==> config.mk <==
export PLATFORM = sky130hd
export DESIGN_NAME = fps_regs
export DESIGN_NICKNAME = d
export VERILOG_FILES = /design/src/rtl/fps_pkg.sv /design/src/rtl/fps_regs.sv
export SDC_FILE = /design/constraint.sdc
export NUM_CORES = 1
export LEC_CHECK = 0
export BUFFER_PORTS_ARGS = -buffer_cell sky130_fd_sc_hd__buf_2
export CORE_AREA = 2 2 75 77
export DETAILED_ROUTE_END_ITERATION = 10
export DIE_AREA = 0 0 77 79
export PLACE_DENSITY = 0.74
export SLEW_MARGIN = 15
export SYNTH_ARGS = -nofsm -noshare
export SYNTH_HDL_FRONTEND = slang
export SYNTH_SLANG_ARGS = --single-unit
==> constraint.sdc <==
create_clock -name pclk -period 1.4 [get_ports pclk]
set_input_delay 0 -clock pclk [delete_from_list [all_inputs] [get_ports pclk]]
set_output_delay 0 -clock pclk [all_outputs]
set_load 0.02 [all_outputs]
==> src/rtl/fps_pkg.sv <==
// Purpose: Constants for the flash protection and security register block.
// Assumes: APB slave, 32-bit data, byte addresses within the block.
// Notes:   Offsets are byte addresses relative to the block base.
package fps_pkg;
  localparam logic [11:0] OFF_SEC_CTRL   = 12'h010;
  localparam logic [11:0] OFF_FLASH_STAT = 12'h020;
  localparam logic [11:0] OFF_IRQ_STAT   = 12'h030;
  localparam logic [11:0] OFF_IRQ_EN     = 12'h034;
  localparam logic [11:0] OFF_IRQ_CLR    = 12'h038;
  localparam logic [31:0] UNLOCK_CODE    = 32'hA74A9D23;
  localparam int          UNLOCK_WINDOW  = 16;
  localparam int          PROT_LSB       = 16;
  localparam int          READY_BIT      = 0;
  localparam int          SEC_BIT        = 0;
  localparam logic        SEC_RESET      = 1'b1;
  localparam int          IRQ_OP_DONE    = 0;
  localparam int          IRQ_OP_FAIL    = 1;
  localparam int          IRQ_REJECT     = 2;
  localparam int          IRQ_W          = 3;
  localparam int          CLK_HZ         = 25000000;
  localparam int          RECOVER_RST_US = 500;
  localparam int          READ_READY_US  = 2000;
  localparam int          RECOVER_RST_CYC = (RECOVER_RST_US * (CLK_HZ / 1000000));
  localparam int          READ_READY_CYC  = (READ_READY_US * (CLK_HZ / 1000000));
  typedef enum logic [2:0] {
    FPS_UNLOCK_IDLE  = 3'b001,
    FPS_UNLOCK_OPEN  = 3'b010,
    FPS_UNLOCK_DUMMY = 3'b100
  } fps_unlock_e;
endpackage : fps_pkg

==> src/rtl/fps_regs.sv <==
// Purpose: Flash protection/status and security-enable registers on APB.
// Assumes: Flash sequencer supplies protection flags and busy/fail on pclk.
// Notes:   Status bits are hardware-driven; only security bit, IRQ enable and IRQ clear are writable.
//
// Contract
// RULE_01 - Security at 0x10, status at 0x20
// RULE_02 - Six blocks: bits 21:16, above zero
// RULE_03 - Four blocks: bits 19:16, above zero
// RULE_04 - Reject writes to protected blocks
// RULE_05 - Bit 0 ready, bits 15:1 zero
// RULE_06 - Failure holds busy until hardware reset
// RULE_07 - Software commands only while ready; secure-mode protect erase is taken even when not ready
// RULE_08 - Recovery needs 0.5 ms reset, 2 ms
// RULE_09 - Security bit R/W, set on resets
// RULE_10 - Security active: bit and all flags
// RULE_11 - Unlock code then write within 16
// RULE_12 - Secure: refuse commands, debug; erase all
// RULE_13 - Read-only and reserved writes ignored
//
// Design decision made here: the APB interface to the registers.
module fps_regs #(
  parameter int NUM_BLOCKS = 6
) (
  input  wire logic                  pclk,
  input  wire logic                  presetn,
  input  wire logic                  psel,
  input  wire logic                  penable,
  input  wire logic                  pwrite,
  input  wire logic [11:0]           paddr,
  input  wire logic [31:0]           pwdata,
  input  wire logic [3:0]            pstrb,
  output logic      [31:0]           prdata,
  output logic                       pready,
  output logic                       pslverr,
  input  wire logic                  deep_standby_exit,
  input  wire logic [NUM_BLOCKS-1:0] block_protect_flag,
  input  wire logic                  auto_op_busy,
  input  wire logic                  auto_op_fail,
  input  wire logic                  cmd_req,
  input  wire logic [2:0]            cmd_block,
  input  wire logic                  cmd_is_prot_erase,
  output logic                       cmd_accept,
  output logic                       cmd_reject,
  output logic                       prot_erase_all,
  output logic                       security_active,
  output logic                       debug_block,
  output logic                       auto_op_ready_flag,
  output logic                       irq
);
  import fps_pkg::*;

  // ---------------------------------------------------------------
  // State
  // ---------------------------------------------------------------
  typedef struct packed {
    logic [31:0]           prdata;
    logic                  pready;
    logic                  pslverr;
    logic                  security_enable;
    fps_unlock_e           unlock;
    logic [4:0]            unlock_cnt;
    logic [NUM_BLOCKS-1:0] prot;
    logic                  ready;
    logic                  failed;
    logic                  busy_d;
    logic                  cmd_accept;
    logic                  cmd_reject;
    logic                  erase_all;
    logic                  sec_active;
    logic                  dbg_block;
    logic [IRQ_W-1:0]      irq_stat;
    logic [IRQ_W-1:0]      irq_en;
    logic                  irq;
  } fps_state_s;

  fps_state_s st_reg, st_next;

  wire logic access = psel & penable;
  wire logic wr     = access & pwrite;
  wire logic full32 = (pstrb == 4'hF);

  always_comb begin
    logic [IRQ_W-1:0] ev;
    logic [IRQ_W-1:0] clr;
    logic             blk_prot;
    ev       = '0;
    clr      = '0;
    blk_prot = 1'b0;
    st_next  = st_reg;

    // ---------------------------------------------------------------
    // Hardware status
    // ---------------------------------------------------------------
    st_next.prot   = block_protect_flag;                    // [RULE_04]
    st_next.busy_d = auto_op_busy;
    if (auto_op_busy && auto_op_fail) begin
      st_next.failed = 1'b1;                                // [RULE_06]
    end
    // Failure latches busy; only reset clears it
    st_next.ready = ~auto_op_busy & ~st_next.failed;        // [RULE_05] [RULE_06]
    ev[IRQ_OP_DONE] = st_reg.busy_d & ~auto_op_busy & ~st_next.failed;
    ev[IRQ_OP_FAIL] = ~st_reg.failed & st_next.failed;

    st_next.sec_active = st_reg.security_enable & (&st_reg.prot);  // [RULE_10]
    st_next.dbg_block  = st_next.sec_active;                       // [RULE_12]

    // ---------------------------------------------------------------
    // Command gate toward the sequencer
    // ---------------------------------------------------------------
    st_next.cmd_accept = 1'b0;
    st_next.cmd_reject = 1'b0;
    st_next.erase_all  = 1'b0;
    if (cmd_req) begin
      if (cmd_block < 3'(NUM_BLOCKS)) begin
        blk_prot = st_reg.prot[cmd_block];
      end
      if (st_reg.sec_active && cmd_is_prot_erase) begin
        st_next.erase_all = 1'b1;                           // [RULE_12]
      end else if (st_reg.sec_active || !st_reg.ready || (blk_prot && !cmd_is_prot_erase)) begin
        // Busy commands are refused, not queued, to avoid lockup
        st_next.cmd_reject = 1'b1;                          // [RULE_04] [RULE_07] [RULE_12]
        ev[IRQ_REJECT]     = 1'b1;
      end else begin
        st_next.cmd_accept = 1'b1;
      end
    end

    // ---------------------------------------------------------------
    // Security unlock sequence
    // ---------------------------------------------------------------
    case (st_reg.unlock)
      FPS_UNLOCK_IDLE: begin
        st_next.unlock_cnt = '0;
      end
      FPS_UNLOCK_OPEN: begin
        if (st_reg.unlock_cnt >= 5'(UNLOCK_WINDOW - 1)) begin
          st_next.unlock = FPS_UNLOCK_IDLE;                 // [RULE_11]
        end else begin
          st_next.unlock_cnt = st_reg.unlock_cnt + 5'd1;
        end
      end
      default: st_next.unlock = FPS_UNLOCK_IDLE;
    endcase

    // ---------------------------------------------------------------
    // APB slave, zero wait states
    // ---------------------------------------------------------------
    st_next.pready  = psel & ~penable;
    st_next.pslverr = 1'b0;
    st_next.prdata  = '0;
    if (psel && !penable) begin
      case (paddr)
        OFF_SEC_CTRL:   st_next.prdata[SEC_BIT] = st_reg.security_enable;   // [RULE_01] [RULE_09]
        OFF_FLASH_STAT: begin
          st_next.prdata[PROT_LSB +: NUM_BLOCKS] = st_reg.prot;  // [RULE_02] [RULE_03]
          st_next.prdata[READY_BIT]              = st_reg.ready; // [RULE_05]
        end
        OFF_IRQ_STAT:   st_next.prdata[IRQ_W-1:0] = st_reg.irq_stat;
        OFF_IRQ_EN:     st_next.prdata[IRQ_W-1:0] = st_reg.irq_en;
        default:        st_next.prdata = '0;                // [RULE_13]
      endcase
    end
    if (wr) begin
      case (paddr)
        OFF_SEC_CTRL: begin
          if (full32 && pwdata == UNLOCK_CODE) begin
            st_next.unlock     = FPS_UNLOCK_OPEN;           // [RULE_11]
            st_next.unlock_cnt = '0;
          end else begin
            if (full32 && st_reg.unlock == FPS_UNLOCK_OPEN) begin
              st_next.security_enable = pwdata[SEC_BIT];    // [RULE_09] [RULE_11]
            end
            st_next.unlock = FPS_UNLOCK_IDLE;
          end
        end
        OFF_IRQ_EN:  st_next.irq_en = pwdata[IRQ_W-1:0];
        OFF_IRQ_CLR: clr = pwdata[IRQ_W-1:0];
        default: ;                                          // [RULE_13]
      endcase
    end

    // Set wins over clear
    st_next.irq_stat = (st_reg.irq_stat & ~clr) | ev;
    st_next.irq      = |(st_next.irq_stat & st_next.irq_en);
  end

  always_ff @(posedge pclk or negedge presetn) begin
    if (!presetn) begin
      st_reg                 <= '0;
      st_reg.security_enable <= SEC_RESET;                  // [RULE_09]
      st_reg.unlock          <= FPS_UNLOCK_IDLE;
      st_reg.ready           <= 1'b1;                       // [RULE_06] [RULE_08]
    end else begin
      st_reg <= st_next;
      // Leaving deepest standby restores security
      if (deep_standby_exit) begin
        st_reg.security_enable <= SEC_RESET;                // [RULE_09]
        st_reg.unlock          <= FPS_UNLOCK_IDLE;
      end
    end
  end

  // ---------------------------------------------------------------
  // Outputs
  // ---------------------------------------------------------------
  assign prdata             = st_reg.prdata;
  assign pready             = st_reg.pready;
  assign pslverr            = st_reg.pslverr;
  assign cmd_accept         = st_reg.cmd_accept;
  assign cmd_reject         = st_reg.cmd_reject;
  assign prot_erase_all     = st_reg.erase_all;
  assign security_active    = st_reg.sec_active;
  assign debug_block        = st_reg.dbg_block;
  assign auto_op_ready_flag = st_reg.ready;
  assign irq                = st_reg.irq;
endmodule : fps_regs

==> results of run 1 <==
## metal layers
metal	up-vias	part of all wire [%]	track usage [%]
met5	-	0	0
met4	0	2.6	6.250
li1	828	-	-
met1	818	41	18.99
met2	74	51	27.98
met3	9	5.6	4.091
## metrics by stage
| step | instance area (um2) | cells | setup slack, ns | utilization [%] | hold slack, ns |
|---|---|---|---|---|---|
| final | 2810 | 373 | -0.03837 | 52.65 | 0.009846 |
| after floorplan | 2128 | 207 | 0.01473 | - | -0.2956 |
| after global placement | 2501 | 344 | -0.09521 | 46.86 | 0.06981 |
| after global routing | 2810 | 373 | -0.1002 | 52.65 | 0.005940 |
| after detailed placement | 2501 | 344 | -0.1276 | 46.86 | 0.07794 |
| after CTS | 2760 | 369 | -0.009233 | 51.71 | 0.006599 |
## worst paths after layout
path / start / slack [ns] / end
max: st_reg[18] / -0.04 / irq
max in group asynchronous: presetn / 0.76 / auto_op_ready_flag
min in group asynchronous: presetn / 0.29 / st_reg[16]
max reg2reg: st_reg[18] / -0.04 / irq
min reg2reg: st_reg[13] / 0.52 / auto_op_ready_flag
min: cmd_is_prot_erase / 0.01 / prot_erase_all
## cells by family (layout without fill, tap and decap cells)
kind of cell	after synthesis	count (layout)	share of synthesized area [%]
AND/OR/NAND/NOR	73	73	24.49
flip-flops	39	39	48.07
buffers and inverters	36	130	12.95
AO/OA/AOI/OAI	23	23	8.165
multiplexers	10	10	5.525
adder cells (fa/ha/maj)	1	1	0.6138
other	1	25	0.1840
## synthesized netlist by cell type, drive strengths merged, types with 3 or more instances
cell type and n:
nor4 3, nand2 8, nor4b 4, nor4bb 4, dfstp 3, nand2b 4
and2 7, o211ai 3, nor2 14, buf 35, mux2 4, a21oi 6
nor3b 4, nand4 6, mux2i 6, dfrtp 36, nand3 6
## final cells by class
cell class                      count  share of cell area, %
Clock buffer                        6                  2.582
Inverter                            1                 0.1336
Multi-Input combinational cell    132                  32.64
Clock inverter                      2                 0.4898
Tap cell                           72                  3.206
Timing Repair Buffer              121                  26.09
Sequential cell                    39                  34.86
## where the power goes
part	total [W]	switching [W]	internal, W
registers	0.00117	0.0000143	0.00115
logic	0.000350	0.000183	0.000167
clock network	0.000734	0.000383	0.000351
## timing repair
action / in CTS / in global routing
pin swaps: 1 / 4
endpoints found under the setup margin: 3 / 13
endpoints found under the hold margin: 51 / 0
buffers inserted: 4 / 4
gates cloned: 0 / 0
gates resized for setup: 2 / 5
hold buffers: 13 / 0
## layout by cell type, fill, tap and decap left out, types with 3 or more instances in the layout
| cell type | n |
|---|---|
| buf_2 | 83 |
| a21oi_1 | 4 |
| dfstp_2 | 3 |
| nand3_1 | 6 |
| buf_4 | 25 |
| dfrtp_1 | 36 |
| nor2_1 | 14 |
| nand4_1 | 5 |
| mux2i_1 | 6 |
| nand2_1 | 8 |
| conb_1 | 25 |
| nor4bb_1 | 4 |
| nand2b_1 | 4 |
| dlygate4sd3_1 | 13 |
| clkbuf_8 | 5 |
| and2_1 | 7 |
| o211ai_1 | 3 |
## worst register-to-register path: stages (launching register included)
cell and delay (ns):
dfrtp_1 0.38, mux2i_1 0.18, nor3b_2 0.09, o311a_1 0.35, a21o_1 0.18, a21bo_1 0.16
==> qor.yml, run 1 <==
outcome: "complete, but fails checks"
violations: "negative setup slack"
final-hold-violation-count: 0
syn2layout_area_growth_pct: 37.88
drv_slew: 0
drc: 0
finalSetupTns_ns: -0.04196
fin_nets: 368
synthFlopType: "dfrtp_1"
cts_tree: "built"
synth_top_area_cell: "dfrtp_1"
io_buffers: 83
multiInputGateArea_um2: 917.1
clk_pin_slew_ns: 0.08
crit_path_cell_trace: "mux2i_1 -> nor3b_2 -> o311a_1 -> a21o_1 -> a21bo_1"
maxCapViolCount: 0
required_ns: 1.59
place_hpwl_um: 3734
async_reset_ff_share_pct: 100.0
grt_start_max_net_pins: 40
die_h_um: 79
layout_min_cycle_time_ns: 1.438
slowest_stage: "dfrtp_1"
powerDensity_nw_per_um2: 800.4
skew_ns: 0.01104
ant_nets: 0
cp_top_family: "compound AO/OA/AOI/OAI gates"
yosysUniqueCellTypes: 47
gp_congestion: 0.8597
dieArea_um2: 6083
postSynthCellCount: 183
largest_reg_flops: 23
synth.top_cell.area_share_pct: 44.20
start_util_pct: 38.19
critPathKind: "register to register"
worstRegToRegCells: 5
avgViaCountPerCell: 4.635
rsz0062_at_grt: "yes"
wl_um: 4741
syn_area_per_cell_um2: 11.14
max_stage_delay_ns: 0.38
io_pins: 108
max_freq_ghz: 0.6952
core_area_um2: 5338
num-fill-cells: 499
drive_above_1_share_pct: 44.85
row_count: 27
path_depth: 5
clock_latency_ns: 0.29
setup_ws_ns: -0.03837
cts_made_buffers: 5
drt-initial-drc-count: 44
cp.arrival_ns: 1.63
yosys_warnings: 0
cts_buffer_depth: 2
grt_pass1_wl_um: 7548
wl_per_cell_um: 12.71
first_pass_iters: 4
grt_usage_pct: 16.01
p_leak_nw: 1.442
seqCellArea_um2: 979.7
seq_area_frac_synth_pct: 48.07
htreeDepth: 2
path_buf_inv: 0
synth_area_leaders: "dfrtp_1, buf_4, dfstp_2, mux2i_1, nor2_1"
min_path_type: "primary input to register"
clock-sinks: 39
ys_ff_latch: 39
vias: 1729
grt_pass1_vias: 1651
start_kind: "register"
setup_viol: 2
antenna_found_initial: 0
design_power_total_w: 0.002249
cts_root_buffer: "clkbuf_8"
grt-ovfl-total: 0
diodes: 0
peakVddDrop_v: 0.0004356
path_max_fanout: 2
finalCritPeriodShare_pct: 102.7
synth_edf_count: 0
setup.worst_path.end_class: "register"
dieWidth_um: 77
syn_area_um2: 2038
min_path_cells: 2
Power figures use the tool's default switching activity.
==> inputs of run 2 (changes only) <==
--- a/config.mk
+++ b/config.mk
@@ -6,10 +6,10 @@
 export NUM_CORES = 1
 export LEC_CHECK = 0
 export BUFFER_PORTS_ARGS = -buffer_cell sky130_fd_sc_hd__buf_2
-export CORE_AREA = 2 2 75 77
+export CORE_AREA = 2 2 67 85
 export DETAILED_ROUTE_END_ITERATION = 10
-export DIE_AREA = 0 0 77 79
-export PLACE_DENSITY = 0.74
+export DIE_AREA = 0 0 69 87
+export PLACE_DENSITY = 0.75
 export SLEW_MARGIN = 15
 export SYNTH_ARGS = -nofsm -noshare
 export SYNTH_HDL_FRONTEND = slang
==> qor.yml, run 2 (same netlist as run 1, synthesis figures left out) <==
outcome: "complete, but fails checks"
violations: "negative setup slack"
io_buffers: 83  # unchanged
r2r-end: "irq"
first_pass_iters: 4  # unchanged
p_clk_share_pct: 38.5  # +5.9 points
setup.worst_path.end_class: "register"
rsz0062_at_grt: "yes"
clk_pin_slew_ns: 0.08  # about the same
start_kind: "register"
vias: 1690  # -2.3%
cts_root_buffer: "clkbuf_8"
setup_ws_ns: -0.02041  # +0.01796 ns
setup_viol: 1  # -1
grt_start_max_net_pins: 21  # -48%
max_freq_ghz: 0.7040  # +1.3%
path_max_fanout: 2  # unchanged
maxCapViolCount: 0  # unchanged
final-hold-violation-count: 0  # unchanged
fin_nets: 360  # -2.2%
grt-ovfl-total: 0  # unchanged
grt_pass1_wl_um: 6858  # -9.1%
finalCritPeriodShare_pct: 101.5  # -1.3 points
diodes: 0  # unchanged
wl_per_cell_um: 12.07  # -5.1%
min_path_cells: 3  # +1
max_stage_delay_ns: 0.38  # about the same
largest_reg_flops: 23  # unchanged
start_util_pct: 38.79  # +0.60 points
p_leak_nw: 1.419  # -1.6%
clock_latency_ns: 0.28  # about the same
grt_pass1_vias: 1646  # -0.30%
hold_end: "st_reg[29]"
cts_made_buffers: 5  # unchanged
finalSetupTns_ns: -0.02041  # +0.02155 ns
core_area_um2: 5255  # -1.5%
clock-sinks: 39  # unchanged
required_ns: 1.58  # about the same
design_power_total_w: 0.002460  # +9.4%
powerDensity_nw_per_um2: 885.3  # +11%
layout_min_cycle_time_ns: 1.420  # -0.01796 ns
rrSetupSlack_ns: -0.02  # +0.02 ns
min_from: "pwdata[0]"
slowest_stage: "dfrtp_1"
io_pins: 108  # unchanged
p_sw_w: 0.0005673  # -2.2%
drive_above_1_share_pct: 42.32  # -2.5 points
cts_buffer_depth: 2  # unchanged
drc: 0  # unchanged
layout_common_cells: "buf_2, dfrtp_1, conb_1"
skew_ns: 0.01016  # -0.0008794 ns
seqPwrFrac_pct: 47.5  # -4.3 points
die_h_um: 87  # +10%
avgViaCountPerCell: 4.734  # +2.1%
cts_tree: "built"
dieArea_um2: 6003  # -1.3%
critPathKind: "register to register"
row_count: 30  # +11%
internal_power_w: 0.001893  # +13%
layout_commonest_cell: "buf_2"
dieWidth_um: 69  # -10%
ant_nets: 0  # unchanged
cp.arrival_ns: 1.60  # -0.03 ns
gp_congestion: 0.8274  # -3.8%
htreeDepth: 2  # unchanged
startpoint: "st_reg[17]"
drt-initial-drc-count: 83  # +89%
power_frac_comb_pct: 14.0  # -1.6 points
syn2layout_area_growth_pct: 36.34
peakVddDrop_v: 0.0005268  # +21%
cts_setup_buffers: 0  # -4
r2r-start: "st_reg[17]"
crit_path_cell_trace: "mux2i_1 -> o32ai_1 -> o311a_1 -> a21o_1 -> a21bo_1"
min_path_type: "primary input to register"
place_hpwl_um: 3608  # -3.4%
worstRegToRegCells: 5  # unchanged
switching_share_pct: 23.06  # -2.7 points
drv_slew: 0  # unchanged
antenna_found_initial: 0  # unchanged
cp_top_family: "compound AO/OA/AOI/OAI gates"
grt_usage_pct: 14.30  # -1.7 points
path_buf_inv: 0  # unchanged
wl_um: 4308  # -9.1%
[run 2: changes by cell type in the layout (fill, tap and decap cells not counted), sizes merged]
cell,before,now
buf,108,98
clkinv,2,1
bufinv,0,1
dlygate4sd3,13,15
[run 2: how the worst max path moves through the flow]
stage	to	slack, ns	cells past startpoint
2_1_floorplan	irq	0.01	4
3_3_place_gp	irq	-0.08	6
3_5_place_dp	irq	-0.11	6
4_1_cts	irq	-0.02	5
5_1_grt	st_reg[23]	-0.10	5
6_report	irq	-0.02	5
[run 2: final cells by class]
class                           count  area, um2
Tap cell                           64      80.08
Clock buffer                        6      82.58
Clock inverter                      2      35.03
Multi-Input combinational cell    132      907.1
Inverter                            1      3.754
Fill cell                         476       2476
Sequential cell                    39      979.7
Timing Repair Buffer              113      690.7
[run 2: repair_timing]
action	4_1_cts	5_1_grt
gates resized for setup	2	3
pin swaps	1	0
hold endpoints to repair	37	0
setup endpoints to repair	5	10
hold buffers	15	0
[run 2: power groups by stage]
| stage | Combinational, W | Clock [W] | Sequential, W |
|---|---|---|---|
| after global routing | 0.000378 | 0.00102 | 0.00117 |
| after detailed placement | 0.000313 | 0 | 0.00119 |
| after global placement | 0.000310 | 0 | 0.00119 |
| after CTS | 0.000346 | 0.000976 | 0.00117 |
| after floorplan | 0.000180 | 0 | 0.00119 |
| final | 0.000344 | 0.000948 | 0.00117 |
[run 2: per-layer routing]
metal  share of wire, %  global-route usage, %  vias to the layer above
met2                 54                  27.27                       85
met1                 36                  14.74                      783
met5                  0                      0                        -
met4               0.88                  4.991                        0
met3                9.0                  4.398                        4
li1                   -                      -                      818
[run 2: worst min-delay path: stages]
cell	delay, ns
buf_2	0.13
nor2_1	0.10
mux2i_1	0.07
[run 2: through the flow]
step / std cells / area, um2 / setup WS [ns] / util [%] / hold WS [ns]
after floorplan: 207 / 2128 / 0.01473 / - / -0.2956
after global placement: 334 / 2489 / -0.07761 / 47.36 / -0.03035
after detailed placement: 334 / 2489 / -0.1087 / 47.36 / -0.02585
after CTS: 357 / 2769 / -0.01774 / 52.69 / 0.002005
after global routing: 357 / 2779 / -0.1014 / 52.88 / 0.01371
final: 357 / 2779 / -0.02041 / 52.88 / 0.01628
==> inputs of run 3 (changes only) <==
--- a/config.mk
+++ b/config.mk
@@ -10,6 +10,7 @@
 export DETAILED_ROUTE_END_ITERATION = 10
 export DIE_AREA = 0 0 69 87
 export PLACE_DENSITY = 0.75
+export SKIP_CTS_REPAIR_TIMING = 1
 export SLEW_MARGIN = 15
 export SYNTH_ARGS = -nofsm -noshare
 export SYNTH_HDL_FRONTEND = slang
==> qor.yml, run 3 (same netlist as run 1, synthesis figures left out) <==
setup_viol: 2  # +1
max_stage_delay_ns: 0.42  # +0.04 ns
row_count: 30  # unchanged
vias: 1697  # +0.41%
htreeDepth: 2  # unchanged
place_hpwl_um: 3608  # unchanged
cts_buffer_depth: 2  # unchanged
grt_start_max_net_pins: 21  # unchanged
cts_root_buffer: "clkbuf_8"
min_path_type: "primary input to register"
dieWidth_um: 69  # unchanged
die_h_um: 87  # unchanged
cp.arrival_ns: 1.63  # +0.03 ns
powerDensity_nw_per_um2: 887.9  # +0.28%
gp_congestion: 0.8274  # unchanged
dp_slack_ns: -0.1087  # unchanged
critPathKind: "register to register"
maxCapViolCount: 0  # unchanged
cts_made_buffers: 5  # unchanged
p_clk_share_pct: 38.5  # about the same
grt_pass1_vias: 1563  # -5.0%
grt_pass1_wl_um: 6575  # -4.1%
clock-sinks: 39  # unchanged
io_buffers: 83  # unchanged
slowest_stage: "dfrtp_1"
power_frac_comb_pct: 13.9  # about the same
layout_commonest_cell: "buf_2"
max_freq_ghz: 0.7024  # -0.22%
final_cells: 357  # unchanged
first_pass_iters: 5  # +1
drt-initial-drc-count: 68  # -18%
hold_slack_ns: 0.002709  # -0.01358 ns
cts_tree: "built"
setup_ws_ns: -0.02361  # -0.003199 ns
placed_cells: 334  # unchanged
ant_nets: 0  # unchanged
peakVddDrop_v: 0.0005270  # about the same
path_max_fanout: 4  # +2
setup.worst_path.end_class: "register"
clk_pin_slew_ns: 0.07  # about the same
grt_usage_pct: 13.83  # -0.47 points
wl_per_cell_um: 12.15  # +0.65%
avgViaCountPerCell: 4.754  # +0.41%
wl_um: 4336  # +0.65%
required_ns: 1.61  # +0.03 ns
finalCritPeriodShare_pct: 101.7  # +0.23 points
grt-ovfl-total: 0  # unchanged
diodes: 0  # unchanged
min_from: "auto_op_busy"
layout_min_cycle_time_ns: 1.424  # +0.003199 ns
p_leak_nw: 1.418  # about the same
seqPwrFrac_pct: 47.5  # about the same
drc: 0  # unchanged
internal_power_w: 0.001891  # -0.12%
startpoint: "st_reg[28]"
p_sw_w: 0.0005655  # -0.31%
crit_path_cell_trace: "nor4b_4 -> o21ai_1 -> or2_0 -> a21oi_1"
rsz0062_at_grt: "yes"
clock_latency_ns: 0.28  # about the same
syn2layout_area_growth_pct: 35.73
design_power_total_w: 0.002456  # -0.17%
start_util_pct: 38.79  # unchanged
switching_share_pct: 23.02  # -0.033 points
antenna_found_initial: 0  # unchanged
core_area_um2: 5255  # unchanged
dieArea_um2: 6003  # unchanged
largest_reg_flops: 23  # unchanged
start_kind: "register"
io_pins: 108  # unchanged
drv_slew: 0  # unchanged
dpl_cell_area_um2: 2489  # unchanged
violations: "negative setup slack"
layout_common_cells: "buf_2, dfrtp_1, conb_1"
num-fill-cells: 471  # -1.1%
outcome: "complete, but fails checks"
skew_ns: 0.007869  # -0.002288 ns
fin_nets: 360  # unchanged
worstRegToRegCells: 4  # -1
r2r-start: "st_reg[28]"
drive_above_1_share_pct: 41.64  # -0.68 points
final-hold-violation-count: 0  # unchanged
final_area_um2: 2766  # -0.45%
min_path_cells: 3  # unchanged
[run 3: through the flow]
step,TNS [ns],utilization [%]
after floorplan,0,-
after global placement,-0.1148,47.36
after detailed placement,-0.3403,47.36
after CTS,-0.2831,49.60
after global routing,-0.2092,52.64
final,-0.03899,52.64
[run 3: path summary, 6_finish.rpt]
check / slack (ns) / endpoint
worst min register to register: 0.48 / auto_op_ready_flag
min in group asynchronous: 0.20 / st_reg[16]
worst max-delay path: -0.02 / st_reg[21]
worst min-delay path: 0.003 / st_reg[13]
max in group asynchronous: 0.66 / auto_op_ready_flag
worst max register to register: -0.02 / st_reg[21]
[run 3: layout make-up]
type                       instances  area, um2  area share [%]
inverter                           1      3.754          0.1357
multi-input combinational        132      897.1           32.43
clock inverter                     2      35.03           1.266
tap                               64      80.08           2.895
clock buffer                       6      82.58           2.985
timing repair buffer             113      688.2           24.88
sequential                        39      979.7           35.41
[run 3: power by group through the flow]
stage          clock (W)  sequential (W)  combinational, W
2_1_floorplan          0         0.00119          0.000180
3_3_place_gp           0         0.00119          0.000310
3_5_place_dp           0         0.00119          0.000313
4_1_cts         0.000976         0.00117          0.000314
5_1_grt          0.00101         0.00117          0.000375
6_report        0.000947         0.00117          0.000342
[run 3: worst max-delay path, delay by kind of cell (launching register included)]
family	cells	cell delay [ns]
AO/OA/AOI/OAI	2	0.35
flip-flops	1	0.42
AND/OR/NAND/NOR	2	0.59
[run 3: metal layers]
metal | track usage [%] | vias up | wire (um)
met4 | 4.991 | 0 | 46
li1 | - | 822 | -
met2 | 26.22 | 96 | 2333
met5 | 0 | - | 0
met3 | 4.861 | 6 | 397
met1 | 13.93 | 773 | 1558
